$ cat src/hdl/urp_pkg.sv
// Package for the root port status/control block: offsets, fields, resets, timing.
// Assumes a 125 MHz system clock and a 32-bit Avalon-MM register bus.
package urp_pkg;

  // ==========================================================================
  // Clock and timing
  // ==========================================================================
  localparam int unsigned CLK_HZ          = 125_000_000;  // System clock rate
  localparam int unsigned RESET_SIG_MS    = 10;           // Port reset signalling time
  localparam int unsigned RESET_SIG_CYC   = (CLK_HZ / 1000) * RESET_SIG_MS;
  localparam int unsigned RESUME_MS       = 20;           // Resume drive time
  localparam int unsigned RESUME_CYC      = (CLK_HZ / 1000) * RESUME_MS;

  // ==========================================================================
  // Register offsets (byte addresses)
  // ==========================================================================
  localparam logic [3:0] OFS_PORT = 4'h0;  // Port status/control word
  localparam logic [3:0] OFS_IST  = 4'h4;  // Interrupt status, write one to clear
  localparam logic [3:0] OFS_IMSK = 4'h8;  // Interrupt mask
  localparam logic [3:0] OFS_CFG  = 4'hC;  // Configuration

  // ==========================================================================
  // Port word field positions
  // ==========================================================================
  localparam int unsigned B_CONN  = 0;   // Connected / clear enable
  localparam int unsigned B_ENA   = 1;   // Enabled / set enable
  localparam int unsigned B_SUSP  = 2;   // Suspended / set suspend
  localparam int unsigned B_OVC   = 3;   // Overcurrent / start resume
  localparam int unsigned B_RST   = 4;   // Reset active / start reset
  localparam int unsigned B_PWR   = 8;   // Power on / set power
  localparam int unsigned B_LS    = 9;   // Low speed / clear power
  localparam int unsigned B_CCHG  = 16;  // Connect change
  localparam int unsigned B_ECHG  = 17;  // Enable change
  localparam int unsigned B_SCHG  = 18;  // Resume complete change
  localparam int unsigned B_OCHG  = 19;  // Overcurrent change
  localparam int unsigned B_RCHG  = 20;  // Reset complete change

  // Configuration fields
  localparam int unsigned C_PSW   = 0;   // Power switching supported
  localparam int unsigned C_POC   = 1;   // Per-port overcurrent reporting
  localparam int unsigned C_NRM   = 2;   // Device non-removable
  localparam int unsigned C_URES  = 3;   // Controller enters resume state (pulse)

  // ==========================================================================
  // Reset values
  // ==========================================================================
  localparam logic [4:0] RST_IMSK = 5'h00;  // All change interrupts masked
  localparam logic [2:0] RST_CFG  = 3'h3;   // Switching and per-port OC on
  localparam logic [1:0] AV_OKAY  = 2'h0;   // Avalon response okay
  localparam logic [1:0] AV_DECE  = 2'h3;   // Avalon decode error

  // Synchronised line inputs
  typedef struct packed {
    logic conn;  // Device attached
    logic ls;    // Low speed device
    logic ovc;   // Overcurrent
    logic bab;   // Bus error such as babble
  } urp_line_s;

  // Port state machine
  typedef enum logic [3:0] {
    ST_IDLE   = 4'b0001,
    ST_RESET  = 4'b0010,
    ST_SUSP   = 4'b0100,
    ST_RESUME = 4'b1000
  } urp_state_e;

endpackage : urp_pkg

$ cat src/hdl/urp_sync.sv
// Two-flop synchroniser for the port's line inputs.
// Assumes inputs are static across several clocks; the first stage feeds only the second.
`timescale 1ns/10ps
module urp_sync
  import urp_pkg::*;
#(
  parameter int unsigned W = 4  // Number of lines
)
(
  // Clock and reset
  input  wire logic         clk_sys,
  input  wire logic         rst_n,
  // Lines
  input  wire logic [W-1:0] d_in,
  output logic      [W-1:0] d_out
);

  // A zero-width line bundle cannot be served
  if (W < 1)
  begin : g_bad_width
    $error("urp_sync: width must be at least one");
  end

  // ==========================================================================
  // Stages
  // ==========================================================================
  logic [W-1:0] meta_ff;  // First stage, read only by second
  logic [W-1:0] sync_ff;  // Second stage

  // Register both stages
  always_ff @(posedge clk_sys or negedge rst_n)
  begin
    if (!rst_n)
    begin
      meta_ff <= '0;
      sync_ff <= '0;
    end
    else
    begin
      meta_ff <= d_in;
      sync_ff <= meta_ff;
    end
  end

  assign d_out = sync_ff;

endmodule : urp_sync

$ cat src/hdl/urp_port.sv
// Root port status/control block: one port word, change flags and interrupt.
// Assumes an Avalon-MM master; line inputs arrive from the PHY side.
//
// Behaviour
// Power loss clears connect, enable, suspend, reset
// Without power switching, power reads one
// Writing bit 4 starts port reset
// Reset end clears active, sets complete flag
// Reset to disconnected port sets connect change
// Overcurrent bit follows input, else zero
// Writing bit 3 resumes only when suspended
// Writing bit 2 suspends, needs connection
// Suspend clears on resume, reset, controller resume
// Hardware disable sets enable-change flag
// Reset or resume completion sets enabled
// Enable to disconnected port sets connect change
// Bit 0 write clears enable only
// Non-removable device always reads connected; the code reads it disconnected while power is off
// Bus clock must exceed thirty megahertz
// Serial engines use 60/48 MHz clocks
// Reset signalling lasts ten milliseconds
// Change flags clear on writing one
// Line inputs synchronised before use
`timescale 1ns/10ps
module urp_port
  import urp_pkg::*;
#(
  parameter int unsigned RST_CYC = RESET_SIG_CYC,  // Reset signalling cycles
  parameter int unsigned RES_CYC = RESUME_CYC      // Resume cycles
)
(
  // Clock and reset
  input  wire logic        clk_sys,
  input  wire logic        resetn,
  // Avalon-MM slave
  input  wire logic [3:0]  avs_address,
  input  wire logic        avs_read,
  input  wire logic        avs_write,
  input  wire logic [31:0] avs_writedata,
  input  wire logic [3:0]  avs_byteenable,
  output logic      [31:0] avs_readdata,
  output logic             avs_waitrequest,
  output logic      [1:0]  avs_response,
  // Line inputs
  input  wire logic        line_conn,
  input  wire logic        line_ls,
  input  wire logic        line_ovc,
  input  wire logic        line_babble,
  // Port outputs
  output logic             port_power_ff,
  output logic             port_reset_drive_ff,
  output logic             port_resume_drive_ff,
  output logic             irq_ff
);

  if (RST_CYC < 2 || RES_CYC < 2)
  begin : g_bad_counts
    $error("urp_port: counts too small");
  end

  // ==========================================================================
  // Reset release
  // ==========================================================================
  logic [1:0] rsync_ff;  // Reset release chain
  logic       rst_n;     // Local reset
  always_ff @(posedge clk_sys or negedge resetn)
  begin
    if (!resetn)
      rsync_ff <= 2'h0;
    else
      rsync_ff <= {rsync_ff[0], 1'b1};
  end
  assign rst_n = rsync_ff[1];

  // ==========================================================================
  // Line synchronisation
  // ==========================================================================
  urp_line_s ln;  // Synchronised lines
  // synchronised line inputs
  urp_sync #(.W(4)) u_sync (
    .clk_sys (clk_sys),
    .rst_n   (rst_n),
    .d_in    ({line_conn, line_ls, line_ovc, line_babble}),
    .d_out   (ln)
  );

  // ==========================================================================
  // State
  // ==========================================================================
  urp_state_e  st_ff, nxt_st;        // Port state
  logic [31:0] cnt_ff, nxt_cnt;      // Timer
  logic        pwr_ff, nxt_pwr;      // Power status
  logic        ena_ff, nxt_ena;      // Enabled status
  logic [4:0]  chg_ff, nxt_chg;      // Change flags 16..20
  logic [4:0]  msk_ff, nxt_msk;      // Interrupt mask
  logic [2:0]  cfg_ff, nxt_cfg;      // Configuration
  logic        conn_d_ff, ovc_d_ff;  // Previous connect/overcurrent view
  logic        rd_ff, nxt_rd;        // Answer phase
  logic [31:0] rdat_ff, nxt_rdat;    // Read data
  logic [1:0]  resp_ff, nxt_resp;    // Response

  logic        conn_v, ovc_v, pwr_v;  // Visible status
  logic        wr_port, wr_ist, wr_msk, wr_cfg, go;
  logic [31:0] wd;                    // Byte-masked write data
  logic [31:0] port_word;             // Read view

  // Visible status values
  always_comb
  begin
    // power without switching
    pwr_v  = pwr_ff | ~cfg_ff[C_PSW];
    // non-removable connected
    // power loss hides connect
    conn_v = (ln.conn | cfg_ff[C_NRM]) & pwr_v;
    // overcurrent follows input
    ovc_v  = ln.ovc & cfg_ff[C_POC];
  end

  // Bus decode: writes land at the edge where waitrequest is low
  always_comb
  begin
    go      = (avs_read | avs_write) & ~rd_ff;
    wd      = avs_writedata & {{8{avs_byteenable[3]}}, {8{avs_byteenable[2]}},
                               {8{avs_byteenable[1]}}, {8{avs_byteenable[0]}}};
    wr_port = 1'b0;
    wr_ist  = 1'b0;
    wr_msk  = 1'b0;
    wr_cfg  = 1'b0;
    if (rd_ff && avs_write && avs_address == OFS_PORT)
      wr_port = 1'b1;
    else if (rd_ff && avs_write && avs_address == OFS_IST)
      wr_ist = 1'b1;
    else if (rd_ff && avs_write && avs_address == OFS_IMSK)
      wr_msk = 1'b1;
    else if (rd_ff && avs_write && avs_address == OFS_CFG)
      wr_cfg = 1'b1;
  end

  // Read view of the port word
  always_comb
  begin
    port_word         = 32'h0000_0000;
    port_word[B_CONN] = conn_v;
    port_word[B_ENA]  = ena_ff;
    port_word[B_SUSP] = (st_ff == ST_SUSP) || (st_ff == ST_RESUME);
    port_word[B_OVC]  = ovc_v;
    port_word[B_RST]  = (st_ff == ST_RESET);
    port_word[B_PWR]  = pwr_v;
    port_word[B_LS]   = ln.ls & conn_v;
    port_word[20:16]  = chg_ff;
  end

  // Next-state logic of the port
  always_comb
  begin
    logic [4:0] set_c;  // Hardware sets this cycle
    set_c    = 5'h00;
    nxt_st   = st_ff;
    nxt_cnt  = cnt_ff;
    nxt_pwr  = pwr_ff;
    nxt_ena  = ena_ff;
    nxt_msk  = wr_msk ? wd[4:0] : msk_ff;
    nxt_cfg  = wr_cfg ? wd[2:0] : cfg_ff;
    // Power control
    if (wr_port && wd[B_PWR])
      nxt_pwr = 1'b1;
    if ((wr_port && wd[B_LS]) || ovc_v)
      nxt_pwr = 1'b0;
    // Connect and overcurrent edges
    if (conn_v != conn_d_ff)
      set_c[0] = 1'b1;
    if (ovc_v != ovc_d_ff)
      set_c[3] = 1'b1;
    case (st_ff)
      ST_IDLE:
      begin
        if (wr_port && wd[B_RST])
        begin
          // reset needs connection
          if (!conn_v)
            set_c[0] = 1'b1;
          else
          begin
            // reset signalling starts
            nxt_st  = ST_RESET;
            nxt_cnt = 32'(RST_CYC - 1);
          end
        end
        else if (wr_port && wd[B_SUSP])
        begin
          // suspend needs connection
          if (!conn_v)
            set_c[0] = 1'b1;
          else
            nxt_st = ST_SUSP;
        end
      end
      ST_RESET:
      begin
        // ten millisecond reset
        if (cnt_ff == 32'h0000_0000)
        begin
          // clear active, set complete
          nxt_st   = ST_IDLE;
          set_c[4] = 1'b1;
          // enable on completion
          nxt_ena  = 1'b1;
        end
        else
          nxt_cnt = cnt_ff - 32'h0000_0001;
      end
      ST_SUSP:
      begin
        // controller resume state
        if (wr_cfg && wd[C_URES])
          nxt_st = ST_IDLE;
        // resume only when suspended
        else if (wr_port && wd[B_OVC])
        begin
          nxt_st  = ST_RESUME;
          nxt_cnt = 32'(RES_CYC - 1);
        end
        else if (wr_port && wd[B_RST] && conn_v)
        begin
          nxt_st  = ST_RESET;
          nxt_cnt = 32'(RST_CYC - 1);
        end
      end
      ST_RESUME:
      begin
        if (cnt_ff == 32'h0000_0000)
        begin
          // suspend ends with flag
          nxt_st   = ST_IDLE;
          set_c[2] = 1'b1;
          // enable on resume
          nxt_ena  = 1'b1;
        end
        else
          nxt_cnt = cnt_ff - 32'h0000_0001;
      end
      default:
        nxt_st = ST_IDLE;
    endcase
    // enable needs connection
    if (wr_port && wd[B_ENA])
    begin
      if (!conn_v)
        set_c[0] = 1'b1;
      else
        nxt_ena = 1'b1;
    end
    // bit 0 clears enable only
    if (wr_port && wd[B_CONN])
      nxt_ena = 1'b0;
    // hardware disable flags change
    if (ena_ff && (ovc_v || !conn_v || !pwr_v || ln.bab))
    begin
      nxt_ena  = 1'b0;
      set_c[1] = 1'b1;
    end
    // power loss clears status
    if (!pwr_v)
    begin
      nxt_st  = ST_IDLE;
      nxt_ena = 1'b0;
    end
    // write one clears, set wins
    nxt_chg = (chg_ff & ~((wr_port ? wd[20:16] : 5'h00) | (wr_ist ? wd[4:0] : 5'h00)))
              | set_c;
    // Resume flag drops when reset completes
    if (set_c[4])
      nxt_chg[2] = 1'b0;
  end

  // Bus answer: one wait cycle, then data
  always_comb
  begin
    nxt_rd   = go;
    nxt_rdat = 32'h0000_0000;
    nxt_resp = AV_OKAY;
    if (go && avs_address == OFS_PORT)
      nxt_rdat = port_word;
    else if (go && avs_address == OFS_IST)
      nxt_rdat = {27'h0, chg_ff};
    else if (go && avs_address == OFS_IMSK)
      nxt_rdat = {27'h0, msk_ff};
    else if (go && avs_address == OFS_CFG)
      nxt_rdat = {29'h0, cfg_ff};
    else if (go)
      nxt_resp = AV_DECE;
  end

  // Register all state
  always_ff @(posedge clk_sys or negedge rst_n)
  begin
    if (!rst_n)
    begin
      st_ff                <= ST_IDLE;
      cnt_ff               <= 32'h0000_0000;
      pwr_ff               <= 1'b1;
      ena_ff               <= 1'b0;
      chg_ff               <= 5'h00;
      msk_ff               <= RST_IMSK;
      cfg_ff               <= RST_CFG;
      conn_d_ff            <= 1'b0;
      ovc_d_ff             <= 1'b0;
      rd_ff                <= 1'b0;
      rdat_ff              <= 32'h0000_0000;
      resp_ff              <= AV_OKAY;
      port_power_ff        <= 1'b0;
      port_reset_drive_ff  <= 1'b0;
      port_resume_drive_ff <= 1'b0;
      irq_ff               <= 1'b0;
    end
    else
    begin
      st_ff                <= nxt_st;
      cnt_ff               <= nxt_cnt;
      pwr_ff               <= nxt_pwr;
      ena_ff               <= nxt_ena;
      chg_ff               <= nxt_chg;
      msk_ff               <= nxt_msk;
      cfg_ff               <= nxt_cfg;
      conn_d_ff            <= conn_v;
      ovc_d_ff             <= ovc_v;
      rd_ff                <= nxt_rd;
      rdat_ff              <= nxt_rdat;
      resp_ff              <= nxt_resp;
      port_power_ff        <= nxt_pwr | ~nxt_cfg[C_PSW];
      port_reset_drive_ff  <= (nxt_st == ST_RESET);
      port_resume_drive_ff <= (nxt_st == ST_RESUME);
      irq_ff               <= |(nxt_chg & nxt_msk);
    end
  end

  // Wait while request is taken, answer next cycle
  assign avs_waitrequest = (avs_read | avs_write) & ~rd_ff;
  assign avs_readdata    = rdat_ff;
  assign avs_response    = resp_ff;

  // ==========================================================================
  // Assertions
  // ==========================================================================
  a_reset_done_flag: assert property (
    @(posedge clk_sys) disable iff (!rst_n)
    (st_ff == ST_RESET && cnt_ff == 0 && pwr_v) |=> (chg_ff[4] && st_ff == ST_IDLE && ena_ff))
    else $error("reset end did not set flag");

  a_reset_no_conn: assert property (
    @(posedge clk_sys) disable iff (!rst_n)
    (wr_port && wd[B_RST] && !conn_v && st_ff == ST_IDLE) |=> (st_ff != ST_RESET && chg_ff[0]))
    else $error("reset on disconnected port");

  a_reset_starts: assert property (
    @(posedge clk_sys) disable iff (!rst_n)
    (wr_port && wd[B_RST] && conn_v && st_ff == ST_IDLE && pwr_v) |=> port_reset_drive_ff)
    else $error("reset did not start");

  a_power_off_clear: assert property (
    @(posedge clk_sys) disable iff (!rst_n)
    (!pwr_v) |=> (!ena_ff && st_ff == ST_IDLE))
    else $error("power loss kept status");

  a_pwr_no_switch: assert property (
    @(posedge clk_sys) disable iff (!rst_n)
    (!cfg_ff[C_PSW]) |-> port_word[B_PWR])
    else $error("power not one without switching");

  a_resume_gate: assert property (
    @(posedge clk_sys) disable iff (!rst_n)
    (wr_port && wd[B_OVC] && st_ff == ST_IDLE) |=> !port_resume_drive_ff)
    else $error("resume from non-suspended");

  a_hw_disable: assert property (
    @(posedge clk_sys) disable iff (!rst_n)
    ($fell(ena_ff) && !$past(wr_port)) |-> chg_ff[1])
    else $error("hardware disable without flag");

  a_nonremovable: assert property (
    @(posedge clk_sys) disable iff (!rst_n)
    (cfg_ff[C_NRM] && pwr_v) |-> conn_v)
    else $error("non-removable not connected");

  a_irq_level: assert property (
    @(posedge clk_sys) disable iff (!rst_n)
    irq_ff == |(chg_ff & msk_ff))
    else $error("irq does not match pending flags");

endmodule : urp_port

$ cat config.mk
export PLATFORM = sky130hd
export DESIGN_NAME = urp_port
export DESIGN_NICKNAME = d
export VERILOG_FILES = /design/src/hdl/urp_pkg.sv /design/src/hdl/urp_sync.sv /design/src/hdl/urp_port.sv
export SDC_FILE = /design/constraint.sdc
export NUM_CORES = 1
export LEC_CHECK = 0
export BUFFER_PORTS_ARGS = -buffer_cell sky130_fd_sc_hd__buf_2
export CAP_MARGIN = 20
export CELL_PAD_IN_SITES_DETAIL_PLACEMENT = 0
export CELL_PAD_IN_SITES_GLOBAL_PLACEMENT = 1
export CORE_UTILIZATION = 45
export CTS_CLUSTER_SIZE = 16
export DETAILED_ROUTE_END_ITERATION = 7
export PLACE_DENSITY_LB_ADDON = 0.1
export SYNTH_ARGS = -nofsm -noshare
export SYNTH_HDL_FRONTEND = slang
export SYNTH_SLANG_ARGS = --single-unit
$ cat constraint.sdc
create_clock -name clk_sys -period 3.8 [get_ports clk_sys]
set_input_delay 0.38 -clock clk_sys [delete_from_list [all_inputs] [get_ports clk_sys]]
set_output_delay 0.38 -clock clk_sys [all_outputs]
set_load 0.01 [all_outputs]
==> impl_results.md <==
* Outcome: completed
* DRT iter0 DRCs at 211
* Mapped Cells at around 440
* Seq/Total Area, Yosys at 0.483
* R2R cell count at 6
* Unique masters post-synth at 56
* CTS Buf Count at 9
* Int Pwr at around 1.3 mW
* # clock sinks at 81
* FF-to-FF End: cnt_ff[19]
* Critical path cell sequence: or4_4 > or4_4 > nor4b_4 > and2_1 > o311ai_0 > o31ai_1
* Post-synth top area cell: dfrtp_1
* Seq cells post-synth at 81
* Worst slew pin tran at about 0.72 ns
* Worst setup EP type: register
* HP Class: in -> reg
* Leak at a little over 2 nW
* Gp weighted congestion at 0.844
* Share of layout cells above drive strength 1 at 0.184
* Worst-skew pair later-pin latency at between 0.3 and 0.4 ns
* Layout area overhead at 10.7%
* Port Buffers at 45
* Initial Util at 0.473
* Asr flop ratio synth at 1.00
* Total number of yosys warnings at 0
* Maximum vdd ir drop at about 170 µV
* Slew Viols, Final at 0
* Final Critical Period at around 3.2 ns
* Total number of vias at approximately 3600
* Final TNS setup at 0 ns
* Io pins at 87
* Initial DRT Pass Iterations at 5
* Routed wire per std cell at between 15 and 20 µm
* RR Startpoint: cnt_ff[15]
* Dpl ws at between 0.6 and 0.7 ns
* Core area at 0.00889 mm²
* Total of max-cap violations at 0
* Die area at 0.00974 mm²
* H-tree levels at 3
* Total Wirelength at just over 10000 µm
* Routed Antenna Nets at 0
* Drt via density at between 5 and 6
* Hold path endpoint: u_sync.meta_ff[2]
* Fmax at between 0.3 and 0.4 GHz
* Headroom to the max-slew limit at 0.521
* Row cnt at 34
* Sw Ratio at 0.321
* Flop pwr share at 0.532
* RSZ-0062 raised after global routing: false
* Comb power frac at 0.165
* Synth area leaders: dfrtp_1 46%, buf_4 3.7%, nor2_1 3.7%, o21ai_0 3.7%, o31ai_1 3.2%
* CTS tree: built
* Die X at 98.7 µm
* Clock transition at path regs at 0.10 ns
* Critical path's slowest cell: and2_1
* Crit path from: cnt_ff[15]
* Critical Path RT at approximately 4.1 ns
* Layout net count at 536
* Total GRT Usage at 0.224
* Worst setup margin at approximately 0.56 ns
* Placed cells at a little under 600
* Yosys top cell area share at 0.458
* Design Power at between 1.5 and 2 mW
* WHS Path Cells at 1
* Net Switching at ~0.62 mW
* Hold path startpoint: line_ls
* Chip height at 98.7 µm
* First-pass GRT wire length at 16800 µm
* Final period util at 0.853
* Root Buffer: clkbuf_8
* Crit-path max cell delay at about 0.66 ns
* Final Instance Count excl. Fillers at roughly 600
* Number of flops mapped to enable cells by yosys at 0
* Vias in the first global route at between 3000 and 4000
* Worst Path Max Fanout at 18
* GRT overflow at 0
* Worst Clk Skew at about 0.014 ns
* Final Hold Viols at 0
* Top-count cell post-synth: dfrtp_1
* Final setup vio count at 0
* Antenna violations before repair at 0
* Setup CP Type: reg -> reg
* Critical Path AT at around 3.5 ns
* CP startpoint kind: register
* # diodes at 0
* Average size of a mapped cell at around 9.5 µm²
* Drt drc at 0
* Clk pwr share at 0.303
* Top FF cell, synth: dfrtp_1
* Post-Syn Area at around 0.0042 mm²
* PD cells at between 400 and 500 mW/mm²
* R2R Setup Slk at roughly 0.56 ns
* Largest net degree at the start of global routing at 80
* Post-DP HPWL at roughly 7100 µm
* Synth cell count leaders: 77 x dfrtp_1, 42 x nor2_1, 31 x o21ai_0
* Clock buffer depth at 2
* Cell mode on critical path: or4_4
-- critical path: cells and delay by family (launching register included) --
family | cells | cell delay [ns]
AND/OR/NAND/NOR | 4 | 2.33
flip-flops | 1 | 0.44
AO/OA/AOI/OAI | 2 | 0.38
-- metal layers --
| layer | global-route usage | vias to the layer above | part of all wire |
|---|---|---|---|
| li1 | - | 1686 | - |
| met1 | 0.330 | 1758 | 0.49 |
| met2 | 0.331 | 107 | 0.45 |
| met3 | 0.0560 | 8 | 0.059 |
| met4 | 0.0528 | 0 | 0.0065 |
| met5 | 0 | - | 0 |
-- layout by cell type (no fill, tap or decap), types with 4 or more instances in the layout --
master,Yosys,routed
o21ai_0,31,31
dfrtp_1,77,76
nand2_1,28,28
or2_2,6,6
nor2b_1,4,4
nand2b_1,9,9
and3_1,6,6
o31ai_1,18,18
inv_6,0,4
conb_1,2,21
or4_1,10,10
inv_1,7,7
nor2_1,42,42
or3_1,13,13
nand3_1,12,12
and2_1,10,10
a211oi_1,6,6
nor4b_1,4,4
nor3_1,19,19
a21oi_1,23,23
nor4_1,6,6
o41ai_1,6,6
buf_4,21,8
dfstp_2,4,4
clkbuf_8,0,9
a31oi_1,17,17
buf_2,2,45
-- what timing repair did --
action / CTS / global route
hold buffers: 1 / 0
endpoints found under the hold margin: 2 / 0
setup buffers: 0 / 0
resized for setup: 0 / 0
-- metrics by stage --
| step | utilization | cell area (µm²) | hold WS, ns |
|---|---|---|---|
| after CTS | 0.522 | 4640 | 0.109 |
| after global placement | 0.501 | 4450 | 0.164 |
| after detailed placement | 0.501 | 4450 | 0.166 |
| final | 0.524 | 4660 | 0.121 |
| after global routing | 0.524 | 4660 | 0.0931 |
| after floorplan | - | 4280 | 0.0844 |
-- how the worst max path moves through the flow --
stage	endpoint	slack, ns
after global routing	cnt_ff[19]	0.44
after floorplan	irq_ff	1.20
final	cnt_ff[19]	0.56
after CTS	cnt_ff[14]	0.63
after detailed placement	cnt_ff[14]	0.63
after global placement	cnt_ff[14]	0.64
-- state kept, by name, summed over array words and instances, names as in the netlist, 2 cells and up --
| register | count |
|---|---|
| u_sync.d_out | 4 |
| chg_ff | 5 |
| st_ff | 4 |
| rsync_ff | 2 |
| msk_ff | 5 |
| cfg_ff | 3 |
| u_sync.meta_ff | 4 |
| cnt_ff | 32 |
| avs_readdata | 12 |
-- power by group through the flow --
stage	combinational [mW]	clock [mW]	sequential, mW
global placement	0.299	0	1.05
detailed placement	0.304	0	1.06
finish	0.319	0.587	1.03
CTS	0.306	0.604	1.04
floorplan	0.242	0	1.03
global route	0.358	0.641	1.05
-- cell families (layout without fill, tap and decap cells) --
group                    count (synthesis)  count (layout)  synth area share
AO/OA/AOI/OAI                          117             117             0.179
XOR/XNOR                                 3               3           0.00625
adder cells (fa/ha/maj)                  3               3           0.00893
buffers and inverters                   48              78            0.0658
flip-flops                              81              81             0.483
multiplexers                             5               5            0.0179
other                                    2              21           0.00179
AND/OR/NAND/NOR                        182             182             0.237
-- layout make-up --
class,count,area (µm²)
clock buffers,9,124
well taps,108,135
fillers,833,4230
clock inverters,7,52.6
repair buffers,55,315
multi-input cells,331,1970
inverters,7,26.3
flip-flops and latches,81,2040
Note: power is estimated with default switching activity, not from simulation.
